**src/sbph_pkg.sv**
```systemverilog
// constants and types shared by the setup button position handler
`default_nettype none
package sbph_pkg;
	localparam int CLK_FREQ_HZ = 100_000_000;
	localparam int CLK_PER_MS = CLK_FREQ_HZ / 1000;
	// hold time per position and debounce time, in ms
	localparam int DWELL_TIME_MS = 1000;
	localparam int DEBOUNCE_TIME_MS = 10;
	localparam int DWELL_CYCLES = DWELL_TIME_MS * CLK_PER_MS;
	localparam int DEBOUNCE_CYCLES = DEBOUNCE_TIME_MS * CLK_PER_MS;
	localparam int CNT_W = 32;
	localparam int NUM_POS = 4;
	localparam int NUM_LED = 5;
	localparam int POS_W = 3;
	localparam int ACT_W = 4;
	localparam int MODE_W = 3;
	// global button setting codes
	localparam logic [MODE_W-1:0] MODE_DIS = 3'h0;
	localparam logic [MODE_W-1:0] MODE_ENA = 3'h1;
	localparam logic [MODE_W-1:0] MODE_TRIG = 3'h2;
	localparam logic [MODE_W-1:0] MODE_PSW = 3'h4;
	// per-position action codes; 4, 6 and 8 are unused
	localparam logic [ACT_W-1:0] ACT_DIS = 4'h0;
	localparam logic [ACT_W-1:0] ACT_RATE = 4'h1;
	localparam logic [ACT_W-1:0] ACT_CAL = 4'h2;
	localparam logic [ACT_W-1:0] ACT_SAVE = 4'h3;
	localparam logic [ACT_W-1:0] ACT_MASTER = 4'h5;
	localparam logic [ACT_W-1:0] ACT_TARGET = 4'h7;
	localparam logic [ACT_W-1:0] ACT_SYMCFG = 4'h9;
	localparam logic [POS_W-1:0] POS_NONE = 3'h0;
	typedef enum logic [3:0] {
		ST_PWR = 4'b0001,
		ST_IDLE = 4'b0010,
		ST_HOLD = 4'b0100,
		ST_BLOCK = 4'b1000
	} sbph_state_t;
endpackage
`default_nettype wire

```
**src/sbph_top.sv**
```systemverilog
// setup button position handler: modes, timed positions and actions
`default_nettype none
module sbph_top
	import sbph_pkg::*;
#(
	parameter int DWELL = DWELL_CYCLES,
	parameter int DEBOUNCE = DEBOUNCE_CYCLES
) (
	input wire logic clk_i,
	input wire logic sys_rst_i,
	input wire logic button_pin_i,
	input wire logic [MODE_W-1:0] button_global_config_command_i,
	input wire logic [NUM_POS*ACT_W-1:0] button_position_action_command_i,
	input wire logic power_on_default_en_i,
	input wire logic load_db_en_i,
	input wire logic save_after_cal_en_i,
	input wire logic trig_edge_mode_i,
	input wire logic timeout_end_en_i,
	input wire logic read_timeout_i,
	input wire logic good_read_i,
	input wire logic cal_done_i,
	output logic read_cycle_o,
	output logic trig_start_o,
	output logic param_set_sel_o,
	output logic restore_defaults_o,
	output logic save_power_on_o,
	output logic read_rate_o,
	output logic calibrate_o,
	output logic cal_abort_o,
	output logic db_load_o,
	output logic load_master_o,
	output logic target_on_o,
	output logic symbol_cfg_o,
	output logic [NUM_LED-1:0] status_led_o,
	output logic green_flash_o
);
	logic btn;
	logic settled;
	logic btn_q_ff;
	logic press;
	logic release_ev;
	sbph_state_t state_ff;
	logic [POS_W-1:0] pos_ff;
	logic [CNT_W-1:0] dwell_ff;
	logic [MODE_W-1:0] mode;
	logic [POS_W-1:0] nxt_pos;
	logic dwell_done;
	logic advance;
	logic rel_fire;
	logic quick;
	logic [ACT_W-1:0] rel_code;
	logic [ACT_W-1:0] nxt_code;
	logic level_blk_ff;
	logic cal_end;

	assign mode = button_global_config_command_i;

	sbph_debounce #(.STABLE_CYCLES(DEBOUNCE)) u_debounce (
		.clk_i(clk_i),
		.sys_rst_i(sys_rst_i),
		.pin_i(button_pin_i),
		.level_o(btn),
		.settled_o(settled)
	);

	function automatic logic [ACT_W-1:0] code_at(input logic [POS_W-1:0] p,
		input logic [NUM_POS*ACT_W-1:0] a);
		logic [ACT_W-1:0] c;
		c = ACT_DIS;
		for (int i = 1; i <= NUM_POS; i++) begin
			if (p == POS_W'(i))
				c = a[(i-1)*ACT_W +: ACT_W];
		end
		return c;
	endfunction

	// unused codes behave as disabled
	function automatic logic code_live(input logic [ACT_W-1:0] c);
		return c == ACT_RATE || c == ACT_CAL || c == ACT_SAVE ||
			c == ACT_MASTER || c == ACT_TARGET || c == ACT_SYMCFG;
	endfunction

	always_ff @(posedge clk_i or posedge sys_rst_i) begin
		if (sys_rst_i)
			btn_q_ff <= 1'b0;
		else
			btn_q_ff <= btn;
	end

	assign press = btn & ~btn_q_ff & settled;
	assign release_ev = ~btn & btn_q_ff;

	always_comb begin
		nxt_pos = pos_ff;
		// nearest live position above the current one
		for (int i = NUM_POS; i >= 1; i--) begin
			if (POS_W'(i) > pos_ff &&
				code_live(button_position_action_command_i[(i-1)*ACT_W +: ACT_W]))
				nxt_pos = POS_W'(i);
		end
	end

	assign dwell_done = dwell_ff >= CNT_W'(DWELL - 1);
	assign advance = state_ff == ST_HOLD && btn && dwell_done &&
		nxt_pos != pos_ff;
	assign nxt_code = code_at(nxt_pos, button_position_action_command_i);
	assign rel_fire = state_ff == ST_HOLD && release_ev && mode == MODE_ENA;
	assign rel_code = code_at(pos_ff, button_position_action_command_i);
	assign quick = rel_fire && pos_ff == POS_NONE;
	assign cal_end = calibrate_o && cal_done_i;

	// state: power-up check, idle, holding, wait for release
	always_ff @(posedge clk_i or posedge sys_rst_i) begin
		if (sys_rst_i) begin
			state_ff <= ST_PWR;
		end else begin
			case (state_ff)
				ST_PWR: begin
					if (settled)
						state_ff <= btn ? ST_BLOCK : ST_IDLE;
				end
				ST_IDLE: begin
					if (press && mode == MODE_ENA)
						state_ff <= ST_HOLD;
				end
				ST_HOLD: begin
					if (mode != MODE_ENA || release_ev)
						state_ff <= ST_IDLE;
				end
				ST_BLOCK: begin
					if (!btn)
						state_ff <= ST_IDLE;
				end
				default: state_ff <= ST_IDLE;
			endcase
		end
	end

	always_ff @(posedge clk_i or posedge sys_rst_i) begin
		if (sys_rst_i) begin
			pos_ff <= POS_NONE;
			dwell_ff <= '0;
		end else if (state_ff != ST_HOLD) begin
			pos_ff <= POS_NONE;
			dwell_ff <= '0;
		end else if (advance) begin
			pos_ff <= nxt_pos;
			dwell_ff <= '0;
		end else if (!dwell_done) begin
			dwell_ff <= dwell_ff + CNT_W'(1);
		end
	end

	// power-up hold restores defaults, then waits for the release
	always_ff @(posedge clk_i or posedge sys_rst_i) begin
		if (sys_rst_i)
			restore_defaults_o <= 1'b0;
		else
			restore_defaults_o <= state_ff == ST_PWR && settled && btn &&
				power_on_default_en_i;
	end

	genvar g;
	generate
		for (g = 0; g < NUM_LED; g++) begin : g_led
			always_ff @(posedge clk_i or posedge sys_rst_i) begin
				if (sys_rst_i)
					status_led_o[g] <= 1'b0;
				else if (state_ff == ST_HOLD && mode == MODE_ENA && btn)
					status_led_o[g] <= POS_W'(g) < pos_ff;
				else
					status_led_o[g] <= 1'b0;
			end
		end
	endgenerate

	always_ff @(posedge clk_i or posedge sys_rst_i) begin
		if (sys_rst_i)
			green_flash_o <= 1'b0;
		else
			green_flash_o <= state_ff == ST_HOLD && mode == MODE_ENA && btn &&
				pos_ff != POS_NONE;
	end

	// trigger setting: read cycle control
	always_ff @(posedge clk_i or posedge sys_rst_i) begin
		if (sys_rst_i) begin
			read_cycle_o <= 1'b0;
			trig_start_o <= 1'b0;
			level_blk_ff <= 1'b0;
		end else if (mode != MODE_TRIG) begin
			read_cycle_o <= 1'b0;
			trig_start_o <= 1'b0;
			level_blk_ff <= 1'b0;
		end else if (state_ff != ST_IDLE) begin
			trig_start_o <= 1'b0;
		end else if (trig_edge_mode_i) begin
			level_blk_ff <= 1'b0;
			trig_start_o <= press;
			if (press)
				read_cycle_o <= 1'b1;
			else if (good_read_i || read_timeout_i)
				read_cycle_o <= 1'b0;
		end else begin
			trig_start_o <= press;
			if (!btn) begin
				read_cycle_o <= 1'b0;
				level_blk_ff <= 1'b0;
			end else if (read_cycle_o && read_timeout_i && timeout_end_en_i) begin
				read_cycle_o <= 1'b0;
				level_blk_ff <= 1'b1;
			end else if (!level_blk_ff) begin
				read_cycle_o <= 1'b1;
			end
		end
	end

	always_ff @(posedge clk_i or posedge sys_rst_i) begin
		if (sys_rst_i)
			param_set_sel_o <= 1'b0;
		else if (mode == MODE_PSW && state_ff == ST_IDLE && press)
			param_set_sel_o <= ~param_set_sel_o;
	end

	// actions run on release, except targeting which runs when reached
	always_ff @(posedge clk_i or posedge sys_rst_i) begin
		if (sys_rst_i)
			read_rate_o <= 1'b0;
		else if (rel_fire && rel_code == ACT_RATE)
			read_rate_o <= 1'b1;
		else if (quick)
			read_rate_o <= 1'b0;
	end

	always_ff @(posedge clk_i or posedge sys_rst_i) begin
		if (sys_rst_i) begin
			calibrate_o <= 1'b0;
			cal_abort_o <= 1'b0;
		end else begin
			cal_abort_o <= quick && calibrate_o;
			if (rel_fire && rel_code == ACT_CAL)
				calibrate_o <= 1'b1;
			else if (quick || cal_done_i)
				calibrate_o <= 1'b0;
		end
	end

	always_ff @(posedge clk_i or posedge sys_rst_i) begin
		if (sys_rst_i)
			db_load_o <= 1'b0;
		else
			db_load_o <= cal_end && load_db_en_i;
	end

	always_ff @(posedge clk_i or posedge sys_rst_i) begin
		if (sys_rst_i)
			save_power_on_o <= 1'b0;
		else
			save_power_on_o <= (rel_fire && rel_code == ACT_SAVE) ||
				(cal_end && save_after_cal_en_i);
	end

	always_ff @(posedge clk_i or posedge sys_rst_i) begin
		if (sys_rst_i)
			load_master_o <= 1'b0;
		else
			load_master_o <= rel_fire && rel_code == ACT_MASTER;
	end

	always_ff @(posedge clk_i or posedge sys_rst_i) begin
		if (sys_rst_i)
			target_on_o <= 1'b0;
		else if (advance && nxt_code == ACT_TARGET && mode == MODE_ENA)
			target_on_o <= 1'b1;
		else if (quick)
			target_on_o <= 1'b0;
	end

	always_ff @(posedge clk_i or posedge sys_rst_i) begin
		if (sys_rst_i)
			symbol_cfg_o <= 1'b0;
		else if (rel_fire && rel_code == ACT_SYMCFG)
			symbol_cfg_o <= 1'b1;
		else if (quick)
			symbol_cfg_o <= 1'b0;
	end

	property p_disabled_quiet;
		@(posedge clk_i) disable iff (sys_rst_i)
		mode == MODE_DIS |=> !trig_start_o && !load_master_o &&
			!green_flash_o && !read_cycle_o;
	endproperty
	a_disabled_quiet: assert property (p_disabled_quiet)
		else $error("button acted while disabled");

	property p_trig_no_leds;
		@(posedge clk_i) disable iff (sys_rst_i)
		mode == MODE_TRIG |=> status_led_o == '0 && !load_master_o;
	endproperty
	a_trig_no_leds: assert property (p_trig_no_leds)
		else $error("position logic ran in trigger setting");

	property p_level_release;
		@(posedge clk_i) disable iff (sys_rst_i)
		mode == MODE_TRIG && !trig_edge_mode_i && !btn |=> !read_cycle_o;
	endproperty
	a_level_release: assert property (p_level_release)
		else $error("level cycle outlived release");

	property p_edge_goodread;
		@(posedge clk_i) disable iff (sys_rst_i)
		mode == MODE_TRIG && trig_edge_mode_i && state_ff == ST_IDLE &&
			good_read_i && !press |=> !read_cycle_o;
	endproperty
	a_edge_goodread: assert property (p_edge_goodread)
		else $error("edge cycle not ended by good read");

	property p_param_toggle;
		@(posedge clk_i) disable iff (sys_rst_i)
		mode == MODE_PSW && state_ff == ST_IDLE && press |=>
			param_set_sel_o != $past(param_set_sel_o);
	endproperty
	a_param_toggle: assert property (p_param_toggle)
		else $error("parameter set did not swap");

	property p_cal_db;
		@(posedge clk_i) disable iff (sys_rst_i)
		cal_end |=> db_load_o == $past(load_db_en_i) &&
			save_power_on_o == $past(save_after_cal_en_i) && !calibrate_o;
	endproperty
	a_cal_db: assert property (p_cal_db)
		else $error("calibration end effects wrong");

	property p_led_thermo;
		@(posedge clk_i) disable iff (sys_rst_i)
		!status_led_o[NUM_LED-1] &&
			((status_led_o + NUM_LED'(1)) & status_led_o) == '0;
	endproperty
	a_led_thermo: assert property (p_led_thermo)
		else $error("status lamps not cumulative");

	property p_quick_none;
		@(posedge clk_i) disable iff (sys_rst_i)
		quick |=> !load_master_o && !save_power_on_o && !calibrate_o &&
			!read_rate_o && !target_on_o;
	endproperty
	a_quick_none: assert property (p_quick_none)
		else $error("quick press started an action");

	property p_target_early;
		@(posedge clk_i) disable iff (sys_rst_i)
		advance && nxt_code == ACT_TARGET && mode == MODE_ENA |=>
			target_on_o && btn_q_ff;
	endproperty
	a_target_early: assert property (p_target_early)
		else $error("targeting waited for release");

	property p_pos_live;
		@(posedge clk_i) disable iff (sys_rst_i)
		pos_ff != POS_NONE |->
			code_live(code_at(pos_ff, button_position_action_command_i)) ||
			$changed(button_position_action_command_i);
	endproperty
	a_pos_live: assert property (p_pos_live)
		else $error("stepped onto a disabled position");

	c_master: cover property (@(posedge clk_i) disable iff (sys_rst_i)
		load_master_o);
	c_cal_db: cover property (@(posedge clk_i) disable iff (sys_rst_i)
		db_load_o);
	c_pos4: cover property (@(posedge clk_i) disable iff (sys_rst_i)
		status_led_o[NUM_POS-1]);
	c_restore: cover property (@(posedge clk_i) disable iff (sys_rst_i)
		restore_defaults_o);
endmodule
`default_nettype wire

```
**src/sbph_debounce.sv**
```systemverilog
// two-stage synchroniser and debouncer for the button pin
`default_nettype none
module sbph_debounce #(
	parameter int STABLE_CYCLES = 16
) (
	input wire logic clk_i,
	input wire logic sys_rst_i,
	input wire logic pin_i,
	output logic level_o,
	output logic settled_o
);
	logic sync1_ff;
	logic sync2_ff;
	logic [31:0] cnt_ff;

	always_ff @(posedge clk_i or posedge sys_rst_i) begin
		if (sys_rst_i) begin
			sync1_ff <= 1'b0;
			sync2_ff <= 1'b0;
		end else begin
			sync1_ff <= pin_i;
			sync2_ff <= sync1_ff;
		end
	end

	// after the first settle, level only follows once the pin has been steady for the full window;
	// before the first settle level follows at once and any change restarts the count
	always_ff @(posedge clk_i or posedge sys_rst_i) begin
		if (sys_rst_i) begin
			cnt_ff <= 32'h0;
			level_o <= 1'b0;
			settled_o <= 1'b0;
		end else if (sync2_ff == level_o && settled_o) begin
			cnt_ff <= 32'h0;
		end else if (!settled_o && sync2_ff != level_o) begin
			cnt_ff <= 32'h0;
			level_o <= sync2_ff;
		end else if (cnt_ff >= 32'(STABLE_CYCLES - 1)) begin
			cnt_ff <= 32'h0;
			level_o <= sync2_ff;
			settled_o <= 1'b1;
		end else begin
			cnt_ff <= cnt_ff + 32'h1;
		end
	end
endmodule
`default_nettype wire

```
**config.mk**
```make
export PLATFORM = sky130hd
export DESIGN_NAME = sbph_top
export DESIGN_NICKNAME = d
export VERILOG_FILES = /design/src/sbph_pkg.sv /design/src/sbph_top.sv /design/src/sbph_debounce.sv
export SDC_FILE = /design/constraint.sdc
export NUM_CORES = 1
export LEC_CHECK = 0
export ABC_AREA = 1
export BUFFER_PORTS_ARGS = -buffer_cell sky130_fd_sc_hd__clkbuf_2
export CAP_MARGIN = 20
export CORE_MARGIN = 2
export CORE_UTILIZATION = 55
export DETAILED_ROUTE_END_ITERATION = 10
export PLACE_DENSITY = 0.75
export SLEW_MARGIN = 0
export SYNTH_ARGS = -nofsm -noshare
export SYNTH_HDL_FRONTEND = slang
export SYNTH_SLANG_ARGS = --single-unit
```
**constraint.sdc**
```tcl
create_clock -name clk_i -period 7.23 [get_ports clk_i]
set_input_delay 1.0845 -clock clk_i [delete_from_list [all_inputs] [get_ports clk_i]]
set_output_delay 1.0845 -clock clk_i [all_outputs]
set_load 0.02 [all_outputs]
```
**After elaboration in Yosys (flattened, before gate mapping)**

Index checks and enable logic that the tools add are counted.

- Register bits: 95
- Latch bits: 0
- RAM bits: 0
- Bits in read-only memories: 0
- Input bits: 30
- Output and inout bits: 18
- Memories: 0

- $add $sub $neg: 2
- Multipliers: 0
- Div/mod/pow operators: 0
- Order comparisons: 11
- Equal/unequal tests: 60
- Shift operators: 0
- Mux-type cells: 54
- Bitwise logic cells: 8
- Reduce and logical (&&, ||, !) cells: 72

Operator list:

| operator | count |
|---|---|
| two-way mux 32 bit | 6 |
| adder 32 x 1 -> 32 bit (second input constant) | 2 |
| two-way mux 4 bit | 13 |
| equality test 4 x 2 -> 1 bit (second input constant) | 11 |
| equality test 4 x 3 -> 1 bit (second input constant) | 11 |
| logical AND 1 bit | 34 |
| >= comparator 32 x 20 -> 1 bit (second input constant) | 1 |
| >= comparator 32 x 27 -> 1 bit (second input constant) | 1 |
| two-way mux 1 bit | 28 |
| equality test 4 x 1 -> 1 bit (second input constant) | 6 |
| equality test 4 bit (second input constant) | 6 |
| logical OR 1 bit | 24 |
| two-way mux 3 bit | 6 |
| case mux 4 bit (4 select lines) | 1 |
| equality test 3 x 2 -> 1 bit (second input constant) | 4 |
| nonzero test 2 bit | 6 |
| equality test 3 x 1 -> 1 bit (second input constant) | 3 |
| equality test 3 bit (second input constant) | 3 |
| inequality test 2 bit (second input constant) | 4 |
| > comparator 2 x 3 -> 1 bit (first input constant) | 2 |
| less-than comparator 1 x 3 -> 1 bit (first input constant) | 2 |
| less-than comparator 2 x 3 -> 1 bit (first input constant) | 2 |
| inequality test 3 x 1 -> 1 bit (second input constant) | 2 |
| AND reduction 3 bit | 2 |
| other kinds (20) | 27 |

**Depth between registers and ports, before layout**

- Depth in word-level cells: 20
- Gate-level depth with buffers: 14
- Gate-level depth less buffers: 13

**Modules after synthesis**

From an unflattened synthesis, not the netlist that was laid out.

- Cells, all modules: 710
- Area total of the unflattened synthesis: 5356.4 um2

Modules (own cells, without submodules):

| module | times used | cells each | area an instance (um2) |
|---|---|---|---|
| sbph_top | 1 | 524 | 3686.0 |
| sbph_debounce | 1 | 186 | 1670.4 |

**Worst setup path before layout**

OpenSTA, ideal clock, no wires.

- Path type: input to register
- From: input port button_position_action_command_i[1]
- To: register dwell_ff[16]
- Arrival: 2.259 ns
- Required time: 7.162 ns
- Setup slack: 4.903 ns
- Cell stages on the path: 10
- Path through: o21ai_0 -> nand3_4 -> nand2_2 -> nor2_2 -> nand2_2 -> nand3_2 -> o21bai_4 -> nand2_4 -> buf_12 -> nor2_4

- Cells in the longest elaborated chain, start to end: 12
- Elaborated cells between the ends (all ways): 18

RTL lines:

| what | RTL line | source |
|---|---|---|
| from (decl) | sbph_top.sv:13 | `input wire logic [NUM_POS*ACT_W-1:0] button_position_action_command_i,` |
| equality test 4 x 1 -> 1 bit or equality test 4 x 2 -> 1 bit (tied branches) | sbph_top.sv:79 | `return c == ACT_RATE \|\| c == ACT_CAL \|\| c == ACT_SAVE \|\|` |
| logical OR 1 bit (3 in a row) | sbph_top.sv:79 |  |
| logical OR 1 bit | sbph_top.sv:80 | `c == ACT_MASTER \|\| c == ACT_TARGET \|\| c == ACT_SYMCFG;` |
| logical OR 1 bit * | sbph_top.sv:80 |  |
| logical AND 1 bit * | sbph_top.sv:97 | `if (POS_W'(i) > pos_ff &&` |
| two-way mux 3 bit * | sbph_top.sv:97 |  |
| inequality test 3 bit * | sbph_top.sv:105 | `nxt_pos != pos_ff;` |
| logical AND 1 bit * | sbph_top.sv:104 | `assign advance = state_ff == ST_HOLD && btn && dwell_done &&` |
| two-way mux 32 bit | sbph_top.sv:146 | `end else if (advance) begin` |
| two-way mux 32 bit | sbph_top.sv:143 | `end else if (state_ff != ST_HOLD) begin` |
| to (signal assigned) | sbph_top.sv:150 | `dwell_ff <= dwell_ff + CNT_W'(1);` |
| to (decl) | sbph_top.sv:44 | `logic [CNT_W-1:0] dwell_ff;` |

Every way passes the cells marked *; elsewhere a longest branch is shown, timed or not.
A chain may end at the register's enable or synchronous reset.

**Worst setup path in the final report**

- From: input port button_position_action_command_i[10]
- To: register dwell_ff[26]

- Cells in the longest elaborated chain, start to end: 14
- Elaborated cells between the ends (all ways): 20

RTL lines:

| what | RTL line |
|---|---|
| equality test 4 x 1 -> 1 bit or equality test 4 x 2 -> 1 bit (tied branches) | sbph_top.sv:79 |
| logical OR 1 bit (3 in a row) | sbph_top.sv:79 |
| logical OR 1 bit | sbph_top.sv:80 |
| logical OR 1 bit * | sbph_top.sv:80 |
| logical AND 1 bit * | sbph_top.sv:97 |
| two-way mux 3 bit * (3 in a row) | sbph_top.sv:97 |
| inequality test 3 bit * | sbph_top.sv:105 |
| logical AND 1 bit * | sbph_top.sv:104 |
| two-way mux 32 bit | sbph_top.sv:146 |
| two-way mux 32 bit | sbph_top.sv:143 |

Marked as above.

==> metrics <==
Fin Clk Skew=around 0.016 ns; crit path kind=in -> reg; Tcrit/Tclk final=0.366; CTS tree=yes; Via density=approximately 5.1; gr ovfl total=0; r2r setup slk=4.61 ns; Cells after DPL=774; Synth top cells by count=nand2_1 (114), dfrtp_1 (94), nor2_1 (82); Syn Inst Count=slightly above 600; CP endpoint kind=flop; Crit path largest cell delay=0.65 ns; Detail Route Antenna Nets=0; Slew @ Worst Pin=about 0.9 ns; postcts setup bufs=0; area of the mapped netlist=between 5000 and 6000 um2; Core ar.=around 9000 um2; Peak Freq=~380 MHz; Ys Warns=0; register area share after synthesis=0.459; H-tree Lvls=3; worst path cell trace=clkbuf_2 > o21ai_0 > nand3_2 > nand2_2 > nand2_2 > nand2_2 > nand2_1 > nand2_2 > o21bai_4 > nand2_4 > nor2_1; die width=101 um; share of layout cells above drive strength 1=0.194; first-pass GRT wire length=16900 um; max-slew violations=0; reg2reg path depth=11; Num Clock Sinks=between 90 and 100; Worst EP required=roughly 7.4 ns; Clock Latency Late Sink=around 0.36 ns; Data arrival, critical path=roughly 2.9 ns; clk buf depth=2; Post-CTS Hold Buffers=0; drc violations=0; P_leak=0.00261 uW; port bufs=47; TritonCTS Buffers=9; Synth cell types=40; Setup crit start kind=input pin; Min Hold Slack=0.346 ns; status=complete, no violations; Worst Hold Class=reg -> reg; total power=a little over 1000 uW; fin nets=approximately 710; Layout area overhead=9.87%; EDFF count, synth=0; Die H=around 100 um; Worst Min Path Start=u_debounce.sync1_ff; most common cell in the netlist=nand2_1; reg2reg start=dwell_ff[0]; Syn Area/Cell=8.48 um2; synthesis-stage register bit count=95; WL final=around 9600 um; ys async rst share=1.00; cts repair resizes=0; Ant. Diodes=0; gr usage total=0.204; starting density of the core=0.564; reg2reg end=dwell_ff[26]; worst hold path cell count=0; top-area cell type share of the netlist area=0.454; drt first pass iters=5; clk root buf=clkbuf_8; Slowest cell on crit path=nand2_4; vias in the first global route=between 3000 and 4000; Synth area leaders=dfrtp_1 (45%), nand2_1 (8.3%), nor2_4 (6.7%); DIE AREA=10200 um2; antenna violations before repair=0; Setup Viol. Count Final=0; RSZ-0062 raised after global routing=no; final number of hold-violating endpoints=0; delay-heaviest family, CP=simple AND/OR/NAND/NOR gates; drt wl/cell=roughly 12 um; Placer Congestion=0.901; Core Rows=35; CP Max Fanout=32; maximum number of pins on one net before global-route repair=between 70 and 80; pwr/cell area=approximately 180 nW/um2; end-of-flow core utilization=0.619; # fillers=roughly 800; area leader, netlist=dfrtp_1; Via Count=about 4000; final setup TNS=0 ns; Slew headroom=0.393; Max Cap Viol=0; hold path endpoint=u_debounce.sync2_ff; Synth Flop Type=dfrtp_1; peak supply drop=between 0.1 and 0.15 mV; Buf/Inv on CP=1; Initial DRC Count=198; Tmin final=roughly 2.6 ns; clk slew on worst S/H paths=0.09 ns; most used cell, CP=nand2_2; hpwl dp=roughly 7000 um; fin cells=790; IO Pins=48
## routing by layer
metal | vias to the layer above | part of all wire | GRT usage | routed length [um]
li1 | 2047 | - | - | -
met2 | 86 | 0.50 | 0.349 | 4840
met3 | 17 | 0.035 | 0.0402 | 332
met4 | 0 | 0.016 | 0.0717 | 157
met5 | - | 0 | 0 | 0
met1 | 1913 | 0.44 | 0.258 | 4260
## power breakdown
| group | switching, uW | internal, uW |
|---|---|---|
| Clock | 192 | 127 |
| Combinational | 110 | 37.2 |
| Sequential | 10.6 | 546 |
## state kept, by name, summed over array words and instances, names as in the netlist
register,count
btn_q_ff,1
cal_abort_o,1
calibrate_o,1
db_load_o,1
dwell_ff,32
green_flash_o,1
level_blk_ff,1
load_master_o,1
param_set_sel_o,1
pos_ff,3
read_cycle_o,1
read_rate_o,1
restore_defaults_o,1
save_power_on_o,1
state_ff,4
status_led_o,5
symbol_cfg_o,1
target_on_o,1
trig_start_o,1
u_debounce.cnt_ff,32
u_debounce.level_o,1
u_debounce.settled_o,1
u_debounce.sync1_ff,1
u_debounce.sync2_ff,1
## how the worst max path moves through the flow
stage               cells past startpoint                            startpoint  slack, ns      endpoint
floorplan                               1                             sys_rst_i       3.67      btn_q_ff
global placement                       11   button_position_action_command_i[9]       4.30  dwell_ff[26]
detailed placement                     11  button_position_action_command_i[10]       4.23  dwell_ff[26]
CTS                                    11                           dwell_ff[0]       4.62  dwell_ff[26]
global route                           11   button_position_action_command_i[9]       4.40  dwell_ff[26]
finish                                 11  button_position_action_command_i[10]       4.58  dwell_ff[26]
## worst register-to-register path, delay by kind of cell (launching register included)
family,cells,cell delay [ns]
AOI/OAI and AO/OA,1,0.20
adders and majority gates,1,0.21
and+or+nand+nor,9,1.64
DFF,1,0.43
## area by class of cell
| type | instances | area [um2] | area share |
|---|---|---|---|
| clock inverter | 6 | 42.5 | 0.00747 |
| inverter | 86 | 327 | 0.0573 |
| multi-input combinational | 434 | 2440 | 0.428 |
| clock buffer | 10 | 128 | 0.0224 |
| sequential | 95 | 2380 | 0.418 |
| timing repair buffer | 48 | 243 | 0.0426 |
| tap | 111 | 139 | 0.0244 |
## layout by cell type (no fill, tap or decap), types with 12 or more instances in the layout
cell      count
a21oi_1      13
clkbuf_2     47
conb_1       12
dfrtp_1      94
inv_1        78
nand2_1     114
nand3_1      45
nand4_1      13
nor2_1       82
nor2_4       31
nor3_1       15
o21ai_0      16
xor2_1       29
## stage by stage
| step | instance area (um2) | worst slack (ns) |
|---|---|---|
| 4_1_cts | 5700 | 4.62 |
| 2_1_floorplan | 5230 | 3.67 |
| 3_5_place_dp | 5530 | 4.23 |
| 6_report | 5700 | 4.58 |
| 3_3_place_gp | 5530 | 4.30 |
| 5_1_grt | 5700 | 4.40 |
## cells by family (layout without fill, tap and decap cells)
family / after synthesis / after routing / share of synthesized area
AO/OA/AOI/OAI: 42 / 42 / 0.0492
other: 1 / 12 / 0.000723
XOR/XNOR: 39 / 39 / 0.0659
adder cells (fa/ha/maj): 2 / 2 / 0.00483
flip-flops: 95 / 95 / 0.459
buffers and inverters: 93 / 150 / 0.0787
AND/OR/NAND/NOR: 339 / 339 / 0.342
(Power assumes the default switching activity.)
